## config.mk

```make
export PLATFORM = sky130hd
export DESIGN_NAME = port_timer_output_ctrl_bits
export DESIGN_NICKNAME = d
export VERILOG_FILES = /design/src/port_timer_ctrl_pkg.sv /design/src/ctrl_reg_if.sv /design/src/ctrl_reg.sv /design/src/port_timer_output_ctrl_bits.sv
export SDC_FILE = /design/constraint.sdc
export NUM_CORES = 1
export LEC_CHECK = 0
export BUFFER_PORTS_ARGS = -buffer_cell sky130_fd_sc_hd__buf_2
export CAP_MARGIN = 40
export CORE_MARGIN = 4
export CORE_UTILIZATION = 47
export DETAILED_ROUTE_END_ITERATION = 10
export GPL_ROUTABILITY_DRIVEN = 0
export GPL_TIMING_DRIVEN = 0
export PLACE_DENSITY = 0.82
export SLEW_MARGIN = 40
export SYNTH_ARGS = -nofsm -noshare
export SYNTH_HDL_FRONTEND = slang
export SYNTH_SLANG_ARGS = --single-unit
export TNS_END_PERCENT = 30
```

## constraint.sdc

```tcl
create_clock -name core_clk -period 1.8 [get_ports core_clk]
set_input_delay 0 -clock core_clk [delete_from_list [all_inputs] [get_ports core_clk]]
set_output_delay 0 -clock core_clk [all_outputs]
set_load 0.02 [all_outputs]
```

## src/port_timer_ctrl_pkg.sv

```systemverilog
// Summary of operation
// RULE1 - Pair A bit chains timers 0,1 16-bit
// RULE2 - Pair B bit chains timers 2,3 16-bit
// RULE3 - Filter enable for external clock input 0
// RULE4 - Filter enable for external clock input 1
// RULE5 - Per-timer pin output enable, reset off
// RULE6 - Timers 2,3 inverted output enables, reset off
// RULE7 - D0 selects external or internal clock
// RULE8 - Three-bit divided clock source and divider
// RULE9 - Port 2 Schmitt input select, reset 0
// RULE10 - Port 2 pull-up enable per pin
// RULE11 - Clock timer run bit at D0
// RULE12 - Higher timer wins shared pin; chained hides lower
// RULE13 - Preset and restart bits are write strobes
// RULE14 - Unused bits read 0; reserved bit stored
package port_timer_ctrl_pkg;
    localparam logic [15:0] PairACtrl0Addr = 16'hFF30;
    localparam logic [15:0] PairACtrl1Addr = 16'hFF31;
    localparam logic [15:0] PairBCtrl0Addr = 16'hFF38;
    localparam logic [15:0] PairBCtrl1Addr = 16'hFF39;
    localparam logic [15:0] WdogClkoutAddr = 16'hFF40;
    localparam logic [15:0] PullupAddr = 16'hFF6C;
    localparam logic [15:0] LevelSelAddr = 16'hFF6E;
    localparam int ChainBit = 7;
    localparam int FilterBit = 6;
    localparam int ReservedBit = 4;
    localparam int InvOutBit = 4;
    localparam int PinOutBit = 3;
    localparam int RunBit = 2;
    localparam int PresetBit = 1;
    localparam int SourceBit = 0;
    localparam int WdogEnBit = 7;
    localparam int DivSelLsb = 4;
    localparam int DivPinBit = 3;
    localparam int WdogRestartBit = 2;
    localparam int ClkTimerClearBit = 1;
    localparam int ClkTimerRunBit = 0;
    localparam logic [7:0] TimerCtrlRst = 8'h00;
    localparam logic [7:0] WdogClkoutRst = 8'h80;
    localparam logic [7:0] LevelSelRst = 8'h00;
    localparam logic [7:0] PullupRst = 8'hFF;
    localparam logic [7:0] PairA0Mask = 8'hDD;
    localparam logic [7:0] PairA1Mask = 8'h1D;
    localparam logic [7:0] PairB0Mask = 8'hDD;
    localparam logic [7:0] PairB1Mask = 8'h1D;
    localparam logic [7:0] WdogClkoutMask = 8'hF9;
    localparam logic [7:0] StrobeMask = 8'h02;
    localparam logic [7:0] WdogStrobeMask = 8'h06;
endpackage

```

## src/ctrl_reg_if.sv

```systemverilog
`timescale 1ns/1ns
`default_nettype none
interface ctrl_reg_if;
    logic [15:0] addr;
    logic [7:0] wdata;
    logic wr;
    logic [7:0] value;
    modport owner(input addr, input wdata, input wr, output value);
    modport user(output addr, output wdata, output wr, input value);
endinterface
`default_nettype wire

```

## src/ctrl_reg.sv

```systemverilog
`timescale 1ns/1ns
`default_nettype none
module ctrl_reg #(
    parameter logic [15:0] Addr = 16'h0000,
    parameter logic [7:0] ResetVal = 8'h00,
    parameter logic [7:0] StoreMask = 8'hFF,
    parameter logic [7:0] PulseMask = 8'h00
) (
    input wire logic core_clk,
    input wire logic sys_rst,
    ctrl_reg_if.owner bus,
    output logic [7:0] pulse
);
    logic [7:0] value_q;
    logic [7:0] pulse_q;
    wire hit = bus.wr && (bus.addr == Addr);
    // Unused bits never store, so they read 0  (see RULE14)
    always_ff @(posedge core_clk) begin
        if (sys_rst) begin
            value_q <= ResetVal & StoreMask;
        end else if (hit) begin
            value_q <= bus.wdata & StoreMask;
        end
    end
    // One-cycle action on written 1, nothing on 0  (see RULE13)
    always_ff @(posedge core_clk) begin
        if (sys_rst) begin
            pulse_q <= 8'h00;
        end else begin
            pulse_q <= hit ? (bus.wdata & PulseMask) : 8'h00;
        end
    end
    assign bus.value = value_q;
    assign pulse = pulse_q;
endmodule
`default_nettype wire

```

## src/port_timer_output_ctrl_bits.sv

```systemverilog
// Added by the designer: the address-and-strobe port.
`timescale 1ns/1ns
`default_nettype none
module port_timer_output_ctrl_bits
    import port_timer_ctrl_pkg::*;
(
    input wire logic core_clk,
    input wire logic sys_rst,
    input wire logic [15:0] busAddr,
    input wire logic [7:0] busWdata,
    input wire logic busWr,
    input wire logic busRd,
    output logic [7:0] busRdata,
    output logic pair_a_chain_select,
    output logic pair_b_chain_select,
    output logic ext_clk0_filter_enable,
    output logic ext_clk1_filter_enable,
    output logic [3:0] timerRun,
    output logic [3:0] timerSourceSelect,
    output logic [3:0] timerPresetStrobe,
    output logic [3:0] timerPinOutputEnable,
    output logic timer2_inverted_output_enable,
    output logic timer3_inverted_output_enable,
    output logic port14TimerOut,
    output logic port14UseTimer1,
    output logic port15TimerOut,
    output logic port15UseTimer3,
    output logic port17InvTimerOut,
    output logic port17UseTimer3,
    output logic [2:0] divclkSelect,
    output logic divclk_pin_enable,
    output logic watchdog_enable_bit,
    output logic watchdog_restart_strobe,
    output logic clock_timer_clear_strobe,
    output logic clock_timer_run_bit,
    output logic [7:0] port2SchmittSelect,
    output logic [7:0] port2PullupEnable
);
    ctrl_reg_if a0();
    ctrl_reg_if a1();
    ctrl_reg_if b0();
    ctrl_reg_if b1();
    ctrl_reg_if wc();
    ctrl_reg_if lv();
    ctrl_reg_if pu();
    logic [7:0] pA0;
    logic [7:0] pA1;
    logic [7:0] pB0;
    logic [7:0] pB1;
    logic [7:0] pWc;

    assign a0.addr = busAddr;
    assign a0.wdata = busWdata;
    assign a0.wr = busWr;
    assign a1.addr = busAddr;
    assign a1.wdata = busWdata;
    assign a1.wr = busWr;
    assign b0.addr = busAddr;
    assign b0.wdata = busWdata;
    assign b0.wr = busWr;
    assign b1.addr = busAddr;
    assign b1.wdata = busWdata;
    assign b1.wr = busWr;
    assign wc.addr = busAddr;
    assign wc.wdata = busWdata;
    assign wc.wr = busWr;
    assign lv.addr = busAddr;
    assign lv.wdata = busWdata;
    assign lv.wr = busWr;
    assign pu.addr = busAddr;
    assign pu.wdata = busWdata;
    assign pu.wr = busWr;

    ctrl_reg #(.Addr(PairACtrl0Addr), .ResetVal(TimerCtrlRst), .StoreMask(PairA0Mask),
        .PulseMask(StrobeMask)) uA0 (.core_clk(core_clk), .sys_rst(sys_rst), .bus(a0),
        .pulse(pA0));
    ctrl_reg #(.Addr(PairACtrl1Addr), .ResetVal(TimerCtrlRst), .StoreMask(PairA1Mask),
        .PulseMask(StrobeMask)) uA1 (.core_clk(core_clk), .sys_rst(sys_rst), .bus(a1),
        .pulse(pA1));
    ctrl_reg #(.Addr(PairBCtrl0Addr), .ResetVal(TimerCtrlRst), .StoreMask(PairB0Mask),
        .PulseMask(StrobeMask)) uB0 (.core_clk(core_clk), .sys_rst(sys_rst), .bus(b0),
        .pulse(pB0));
    ctrl_reg #(.Addr(PairBCtrl1Addr), .ResetVal(TimerCtrlRst), .StoreMask(PairB1Mask),
        .PulseMask(StrobeMask)) uB1 (.core_clk(core_clk), .sys_rst(sys_rst), .bus(b1),
        .pulse(pB1));
    ctrl_reg #(.Addr(WdogClkoutAddr), .ResetVal(WdogClkoutRst), .StoreMask(WdogClkoutMask),
        .PulseMask(WdogStrobeMask)) uWc (.core_clk(core_clk), .sys_rst(sys_rst), .bus(wc),
        .pulse(pWc));
    // Schmitt select per port 2 pin  (see RULE9)
    ctrl_reg #(.Addr(LevelSelAddr), .ResetVal(LevelSelRst), .StoreMask(8'hFF),
        .PulseMask(8'h00)) uLv (.core_clk(core_clk), .sys_rst(sys_rst), .bus(lv),
        .pulse());
    // Pull-up per port 2 pin, on after reset  (see RULE10)
    ctrl_reg #(.Addr(PullupAddr), .ResetVal(PullupRst), .StoreMask(8'hFF),
        .PulseMask(8'h00)) uPu (.core_clk(core_clk), .sys_rst(sys_rst), .bus(pu),
        .pulse());

    wire [7:0] rA0 = a0.value;
    wire [7:0] rA1 = a1.value;
    wire [7:0] rB0 = b0.value;
    wire [7:0] rB1 = b1.value;
    wire [7:0] rWc = wc.value;
    wire [7:0] rLv = lv.value;
    wire [7:0] rPu = pu.value;

    // Unmapped addresses answer 0; strobe bits never stored  (see RULE14)
    wire [7:0] readMux =
        (busAddr == PairACtrl0Addr) ? rA0 :
        (busAddr == PairACtrl1Addr) ? rA1 :
        (busAddr == PairBCtrl0Addr) ? rB0 :
        (busAddr == PairBCtrl1Addr) ? rB1 :
        (busAddr == WdogClkoutAddr) ? rWc :
        (busAddr == LevelSelAddr) ? rLv :
        (busAddr == PullupAddr) ? rPu : 8'h00;

    wire chainA = rA0[ChainBit]; // see RULE1
    wire chainB = rB0[ChainBit]; // see RULE2
    wire [3:0] pinEn = {rB1[PinOutBit], rB0[PinOutBit], rA1[PinOutBit], rA0[PinOutBit]};
    // Higher timer wins the pin; chained pair hides lower output  (see RULE12)
    wire p14On = pinEn[1] || (pinEn[0] && !chainA);
    wire p14Sel1 = pinEn[1] || chainA;
    wire p15On = pinEn[3] || (pinEn[2] && !chainB);
    wire p15Sel3 = pinEn[3] || chainB;
    wire inv3 = rB1[InvOutBit];
    wire inv2 = rB0[InvOutBit];
    wire p17On = inv3 || (inv2 && !chainB); // see RULE6
    wire p17Sel3 = inv3 || chainB;

    always_ff @(posedge core_clk) begin
        if (sys_rst) begin
            busRdata <= 8'h00;
        end else begin
            busRdata <= busRd ? readMux : 8'h00;
        end
    end

    // Outputs registered once more so each leaves a flip-flop
    always_ff @(posedge core_clk) begin
        if (sys_rst) begin
            pair_a_chain_select <= 1'b0;
            pair_b_chain_select <= 1'b0;
            ext_clk0_filter_enable <= 1'b0;
            ext_clk1_filter_enable <= 1'b0;
            timerRun <= 4'h0;
            timerSourceSelect <= 4'h0;
            timerPinOutputEnable <= 4'h0;
            timer2_inverted_output_enable <= 1'b0;
            timer3_inverted_output_enable <= 1'b0;
            port14TimerOut <= 1'b0;
            port14UseTimer1 <= 1'b0;
            port15TimerOut <= 1'b0;
            port15UseTimer3 <= 1'b0;
            port17InvTimerOut <= 1'b0;
            port17UseTimer3 <= 1'b0;
            divclkSelect <= 3'h0;
            divclk_pin_enable <= 1'b0;
            watchdog_enable_bit <= WdogClkoutRst[WdogEnBit];
            clock_timer_run_bit <= 1'b0;
            port2SchmittSelect <= LevelSelRst;
            port2PullupEnable <= PullupRst;
        end else begin
            pair_a_chain_select <= chainA; // see RULE1
            pair_b_chain_select <= chainB; // see RULE2
            ext_clk0_filter_enable <= rA0[FilterBit]; // see RULE3
            ext_clk1_filter_enable <= rB0[FilterBit]; // see RULE4
            timerRun <= {rB1[RunBit], rB0[RunBit], rA1[RunBit], rA0[RunBit]};
            timerSourceSelect <= {rB1[SourceBit], rB0[SourceBit], rA1[SourceBit],
                rA0[SourceBit]}; // see RULE7
            timerPinOutputEnable <= pinEn; // see RULE5
            timer2_inverted_output_enable <= inv2; // see RULE6
            timer3_inverted_output_enable <= inv3;
            port14TimerOut <= p14On; // see RULE12
            port14UseTimer1 <= p14Sel1;
            port15TimerOut <= p15On;
            port15UseTimer3 <= p15Sel3;
            port17InvTimerOut <= p17On;
            port17UseTimer3 <= p17Sel3;
            divclkSelect <= rWc[DivSelLsb +: 3]; // see RULE8
            divclk_pin_enable <= rWc[DivPinBit];
            watchdog_enable_bit <= rWc[WdogEnBit];
            clock_timer_run_bit <= rWc[ClkTimerRunBit]; // see RULE11
            port2SchmittSelect <= rLv; // see RULE9
            port2PullupEnable <= rPu; // see RULE10
        end
    end

    // Pulses already leave flip-flops inside the register blocks
    always_ff @(posedge core_clk) begin
        if (sys_rst) begin
            timerPresetStrobe <= 4'h0;
            watchdog_restart_strobe <= 1'b0;
            clock_timer_clear_strobe <= 1'b0;
        end else begin
            timerPresetStrobe <= {pB1[PresetBit], pB0[PresetBit], pA1[PresetBit],
                pA0[PresetBit]}; // see RULE13
            watchdog_restart_strobe <= pWc[WdogRestartBit];
            clock_timer_clear_strobe <= pWc[ClkTimerClearBit];
        end
    end
endmodule
`default_nettype wire

```

==> summary.txt, run 1 <==
Outcome
  • Outcome: complete, no violations

Setup path
  • Worst EP required: approximately 2.1 ns
  • CP max stage cell: nor4_4
  • Worst-path fanout max: 8
  • RR Startpoint: uLv.bus.value[2]
  • R2r worst-path depth: 4
  • Crit Path Class: in2reg
  • Crit. End Element: flip-flop
  • Crit path launch type: input pin
  • CP Cell Sequence: buf_2, or4b_4, nor4_4, nand2_4, nor2_4, o22a_1
  • CP max stage delay: 0.59 ns
  • Reg-to-Reg End: busRdata[2]
  • Critical path arrival: 1.91 ns
  • R2r setup slk: 0.54 ns

STA
  • Final Slew Violations: 0
  • Final Cycle Share: 88.6%
  • Final Hold Vio Count: 0
  • Min cycle time layout: 1.59 ns
  • FMAX: 627 MHz
  • Max-Slew Margin vs Limit: 55.3%
  • Worst slew pin tran: 0.665 ns
  • Final setup fails: 0
  • Max Clock Skew: ~0.012 ns
  • WHS: 0.0172 ns
  • RSZ-0062 raised after global routing: false

Logic synthesis
  • Asr flop ratio synth: 0%
  • Unique cell type count in the Yosys netlist: 45
  • Count leader, synth: dfxtp_1
  • Post-Syn Nets: 406
  • Yosys top cell by area: dfxtp_1
  • Synth Instances: 378
  • Synth cell count leaders: dfxtp_1 (108), nor2b_1 (37), a21oi_1 (29), nand2_1 (29)
  • Syn. warnings: 0
  • Dominant cells by area after synthesis: dfxtp_1 (57%), nor2b_1 (6.1%), mux2i_1 (4.4%)
  • Mean Syn Cell Area: 10.1 µm²
  • Post-synth top area share: a little under three fifths
  • Sequential fraction of the synthesis area: 56.5%
  • Post-synth EDFFs: 0
  • Synth Cell Area: 0.00382 mm²
  • Synth Flop Type: dfxtp_1
  • #FFs+latches synth: 108

Global route
  • Grt met3 use: 5.79%
  • GRT Util Overall: 20.9%
  • Grt met2 use: 33.0%
  • Met1 usage: 26.5%
  • Antenna violations before repair: 0
  • First-pass GRT wire length: 15.9 mm
  • Busiest grt layer: met2
  • Remaining Overflow, GRT: 0
  • Vias in the first global route: between 3k and 4k
  • Largest net degree at the start of global routing: 16

Placement
  • Port Buffers: between 80 and 90
  • HPWL Detailed: 7.02 mm
  • Placed instance count: 565

Finish
  • Final Non-Filler Cells: 588
  • Nets: 511
  • Layout cells sized above 1: between 20% and 30%
  • Ant diodes: 0
  • Area Overhead vs Synth: 21.3%

Detailed routing
  • DR vias: 3319
  • Routed vias/inst: 5.64
  • Final WL: between 9 and 10 mm
  • DR WL/cell: 16.8 µm
  • DRT Pass-1 Iters: 5
  • Detailed router's first-iteration violation count: ~330
  • DRC: 0
  • Routed Antenna Nets: 0

Worst hold path
  • WHS Endpoint: uWc.pulse[1]
  • HP Start: busWr
  • Min-delay worst type: in2reg
  • Worst hold stages: 3

Floorplan
  • Die area: 0.00965 mm²
  • Ports: 88
  • Die Height: 98.2 µm
  • Standard-cell row count: 32
  • Core area: 0.00781 mm²
  • Initial core utilization: between 40% and 50%
  • Die W: 98.2 µm

Pwr
  • Pleak: around 1.9 nW
  • Power Density: 854 mW/mm²
  • VDD IR max: approximately 0.4 mV

CTS
  • Max Root-Sink Buffers: 2
  • H-tree level count: 3
  • Num CTS Buffers: 9
  • CTS sink cnt: 108
  • Setup bufs post-CTS: 0
  • Clock slew at reported path FFs: 0.10 ns
  • Root Driver: clkbuf_8
  • Clock Latency Late Sink: 0.37 ns
  • CTS tree: yes

Run
  • Number of max-cap violations: 0
-- placed cells by master, fill, tap and decap left out, types with 2 or more instances in the layout --
cell | Yosys | layout
a211oi_1 | 3 | 3
a21o_1 | 3 | 3
a21oi_1 | 29 | 29
a21oi_2 | 2 | 2
a222oi_1 | 3 | 3
a22o_1 | 3 | 3
a22oi_1 | 3 | 3
and4_1 | 4 | 4
buf_2 | 3 | 88
clkbuf_1 | 14 | 17
clkbuf_8 | 0 | 9
dfxtp_1 | 108 | 108
dlygate4sd3_1 | 0 | 9
inv_1 | 2 | 2
mux2i_1 | 17 | 17
nand2_1 | 29 | 29
nand2_4 | 2 | 2
nand2b_1 | 8 | 8
nand3_1 | 23 | 23
nand4_1 | 5 | 5
nor2_1 | 23 | 23
nor2b_1 | 37 | 37
nor3_1 | 4 | 4
nor4_1 | 3 | 3
nor4_4 | 2 | 2
nor4b_1 | 4 | 4
o21ai_0 | 5 | 5
o21bai_1 | 3 | 3
o22a_1 | 5 | 5
or2_2 | 12 | 12
or3_1 | 3 | 3
-- per-layer routing --
metal  vias up  part of all wire (%)
met5         -                     0
met4         0                   3.6
met3        36                    10
met2       217                    45
met1      1539                    41
li1       1527                     -
-- metrics by stage --
stage          util, %  cell area (µm²)  setup slack, ns  power, mW  setup TNS [ns]
6_report          59.4             4640            0.206       3.96               0
5_1_grt           59.4             4640           0.0499       4.09               0
4_1_cts           59.4             4640            0.238       3.96               0
3_5_place_dp      56.1             4380           -0.144       2.61           -1.46
3_3_place_gp      56.1             4380          -0.0947       2.60          -0.912
2_1_floorplan        -             3820            0.308       2.52               0
-- worst max-delay path, delay by kind of cell --
kind / cells / cell delay (ns)
compound gates: 1 / 0.18
buf+inv: 1 / 0.13
simple gates: 4 / 1.59
-- cell type report --
cell class                 instances  area [µm²]
multi-input combinational        250        1580
buffer                            18        71.3
sequential                       108        2160
inverter                           2        7.51
timing repair buffer              94         515
tap                              102         128
clock inverter                     2        37.5
clock buffer                      12         135
fill                             680        3170
-- where the power goes --
part	internal, mW	switching (mW)
Sequential	2.39	0.00000871
Combinational	0.0625	0.123
Clock	0.631	0.760
Total	3.08	0.883
-- worst max path at each step --
stage / from / to / slack, ns
6_report: busAddr[4] / uWc.bus.value[5] / 0.21
5_1_grt: busAddr[0] / busRdata[2] / 0.05
4_1_cts: sys_rst / ext_clk0_filter_enable / 0.24
3_5_place_dp: busAddr[4] / uWc.bus.value[5] / -0.14
3_3_place_gp: busAddr[4] / uWc.bus.value[5] / -0.09
2_1_floorplan: busAddr[3] / busRdata[0] / 0.31
-- sequential cells by signal, summed over array words and instances, names as in the netlist, 2 cells and up --
register	count
busRdata	8
divclkSelect	3
port2PullupEnable	8
port2SchmittSelect	8
timerPinOutputEnable	4
timerPresetStrobe	4
timerRun	4
timerSourceSelect	4
uA0.bus.value	6
uA1.bus.value	4
uB0.bus.value	6
uB1.bus.value	4
uLv.bus.value	8
uPu.bus.value	8
uWc.bus.value	6
uWc.pulse	2
-- cell families after synthesis --
kind of cell	Yosys count	synth area share [%]
AO/OA/AOI/OAI	62	10.5
buffers and inverters	20	2.06
flip-flops	108	56.5
multiplexers	17	4.45
AND/OR/NAND/NOR	171	26.5
-- what timing repair did --
item,CTS,global route
hold endpoints to repair,38,0
gates resized for setup,0,0
hold buffers,9,0
No activity file was read; power rests on OpenSTA's default activity.
==> inputs of run 2 (changes only) <==
--- a/config.mk
+++ b/config.mk
@@ -12,7 +12,7 @@
 export DETAILED_ROUTE_END_ITERATION = 10
 export GPL_ROUTABILITY_DRIVEN = 0
 export GPL_TIMING_DRIVEN = 0
-export PLACE_DENSITY = 0.82
+export PLACE_DENSITY = 0.72
 export SLEW_MARGIN = 40
 export SYNTH_ARGS = -nofsm -noshare
 export SYNTH_HDL_FRONTEND = slang
==> run 2 against run 1 <==
Compared with the run above:
- combinational power barely moved
- routed wire length rose by 1.7%
- core utilization rose by 0.79 points
- non-clock buffer count rose by 1
- via count fell by 3.1%
- final cell count rose by 0.51%
- design area rose by 1.3%
- clock power rose by 17%
- first-iteration DRC count fell by 30%
- critical path depth did not move
==> summary.txt, run 2 (same netlist as run 1, synthesis figures left out) <==
Outcome
  • Outcome: complete, no violations

Detailed routing
  • DRC: 0
  • DR WL/cell: 17.0 µm
  • Routed vias/inst: 5.44
  • DR vias: about 3.2k
  • DRT Pass-1 Iters: 5
  • Routed Antenna Nets: 0
  • Detailed router's first-iteration violation count: 230
  • Final WL: 10.1 mm

Floorplan
  • Die area: around 0.0096 mm²
  • Ports: 88
  • Core area: 0.00781 mm²
  • Die W: 98.2 µm
  • Initial core utilization: 49.0%
  • Standard-cell row count: 32
  • Die Height: 98.2 µm

Setup path
  • Worst Path Buf+Inv: 1
  • Crit Path Class: in2reg
  • Worst EP required: 2.12 ns
  • Crit. End Element: flip-flop
  • Delay-heaviest family, CP: simple AND/OR/NAND/NOR gates
  • CP endpoint: uWc.bus.value[3]
  • R2r setup slk: 0.55 ns
  • CP max stage delay: 0.59 ns
  • RR Startpoint: uLv.bus.value[2]
  • Critical path arrival: 1.95 ns
  • Critical path origin: busAddr[4]
  • Critical path depth: 6
  • Crit path launch type: input pin
  • R2r worst-path depth: 4
  • CP max stage cell: nor4_4
  • Reg-to-Reg End: busRdata[2]
  • CP Cell Sequence: buf_2, or4b_4, nor4_4, nand2_4, nor2_4, o22a_1
  • Worst-path fanout max: 8

Global route
  • GRT Util Overall: 21.0%
  • Vias in the first global route: ~3.2k
  • Remaining Overflow, GRT: 0
  • First-pass GRT wire length: 16.0 mm
  • Antenna violations before repair: 0
  • Largest net degree at the start of global routing: 19

STA
  • Final Hold Vio Count: 0
  • Final Cycle Share: 90.9%
  • Final WS setup: 0.164 ns
  • Max-Slew Margin vs Limit: 54.6%
  • Min cycle time layout: between 1.5 and 2 ns
  • Worst slew pin tran: 0.675 ns
  • RSZ-0062 raised after global routing: false
  • FMAX: 611 MHz
  • Final setup fails: 0
  • Final Slew Violations: 0
  • Max Clock Skew: 0.00656 ns

Finish
  • Commonest non-fill, non-tap cells in the layout: dfxtp_1 (108), buf_2 (88), nor2b_1 (37)
  • Sequential cell area: 0.00216 mm²
  • Layout cells sized above 1: 26.2%
  • Final Util: 60.2%
  • Area of the multi-input gates: 0.00158 mm²
  • Layout fillers: about 690
  • Area Overhead vs Synth: 22.9%
  • Nets: 512
  • Post-route cell area: 0.00470 mm²
  • Commonest non-fill, non-tap cell in the layout: dfxtp_1
  • Ant diodes: 0

CTS
  • Post-CTS sizing: 0
  • CTS tree: yes
  • Max Root-Sink Buffers: 2
  • Root Driver: clkbuf_8
  • Num CTS Buffers: 9
  • Hold buffers post-CTS: 10
  • Setup bufs post-CTS: 0
  • Clock Latency Late Sink: 0.37 ns
  • CTS sink cnt: 108
  • H-tree level count: 3
  • Clock slew at reported path FFs: approximately 0.10 ns

Placement
  • Placed Area: 0.00438 mm²
  • HPWL Detailed: 7.24 mm
  • Pre-CTS setup slack: -0.141 ns
  • Port Buffers: 85

Pwr
  • Pleak: 1.94 nW
  • Power Density: between 800 and 900 mW/mm²
  • VDD IR max: roughly 0.52 mV
  • Total Power: 4.19 mW

Run
  • Number of max-cap violations: 0

Worst hold path
  • Min-delay worst type: in2reg
## run 2: cell types whose count changed in the layout (fill, tap and decap cells not counted), sizes merged
cell / delta
clkinvlp: -1
clkinv: +4
inv: +1
clkbuf: -3
bufinv: +1
dlygate4sd3: +1
## run 2: area by class of cell
cell class,count,share of cell area (%)
buffer,18,1.52
timing repair buffer,95,11.2
multi-input combinational,250,33.7
clock buffer,9,2.63
inverter,2,0.160
tap,102,2.71
sequential,108,46.0
clock inverter,7,2.13
## run 2: tightest hold or removal path: cells and delay by family
| kind | cells | cell delay [ns] |
|---|---|---|
| buf+inv | 1 | 0.15 |
| simple gates | 2 | 0.20 |
## run 2: how the worst min path moves through the flow
stage	from	end	slack (ns)	cells past startpoint
after floorplan	sys_rst	timer3_inverted_output_enable	0.08	1
after global routing	busWr	uWc.pulse[1]	0.02	3
after detailed placement	busWdata[1]	uPu.bus.value[1]	0.28	3
after CTS	busWr	uWc.pulse[1]	0.02	3
after global placement	busWdata[5]	uPu.bus.value[5]	0.28	3
final	busWr	uWc.pulse[1]	0.04	3
## run 2: per-layer routing
| metal | routed length, µm | track usage (%) |
|---|---|---|
| met1 | 4360 | 27.4 |
| met2 | 4630 | 33.9 |
| met3 | 892 | 5.64 |
| met4 | 180 | 6.72 |
| met5 | 0 | 0 |
## run 2: report_power, final
part,internal (mW),switching [mW],leakage (nW)
Combinational,0.0639,0.123,0.956
Sequential,2.39,0.00000870,0.870
Clock,0.793,0.826,0.114
## run 2: per-stage QoR
stage                     std cells  hold slack [ns]  TNS, ns
after floorplan                 378           0.0785        0
after global placement          565            0.278    -1.57
after detailed placement        565            0.278    -1.74
after CTS                       591           0.0162        0
after global routing            591           0.0154        0
final                           591           0.0358        0
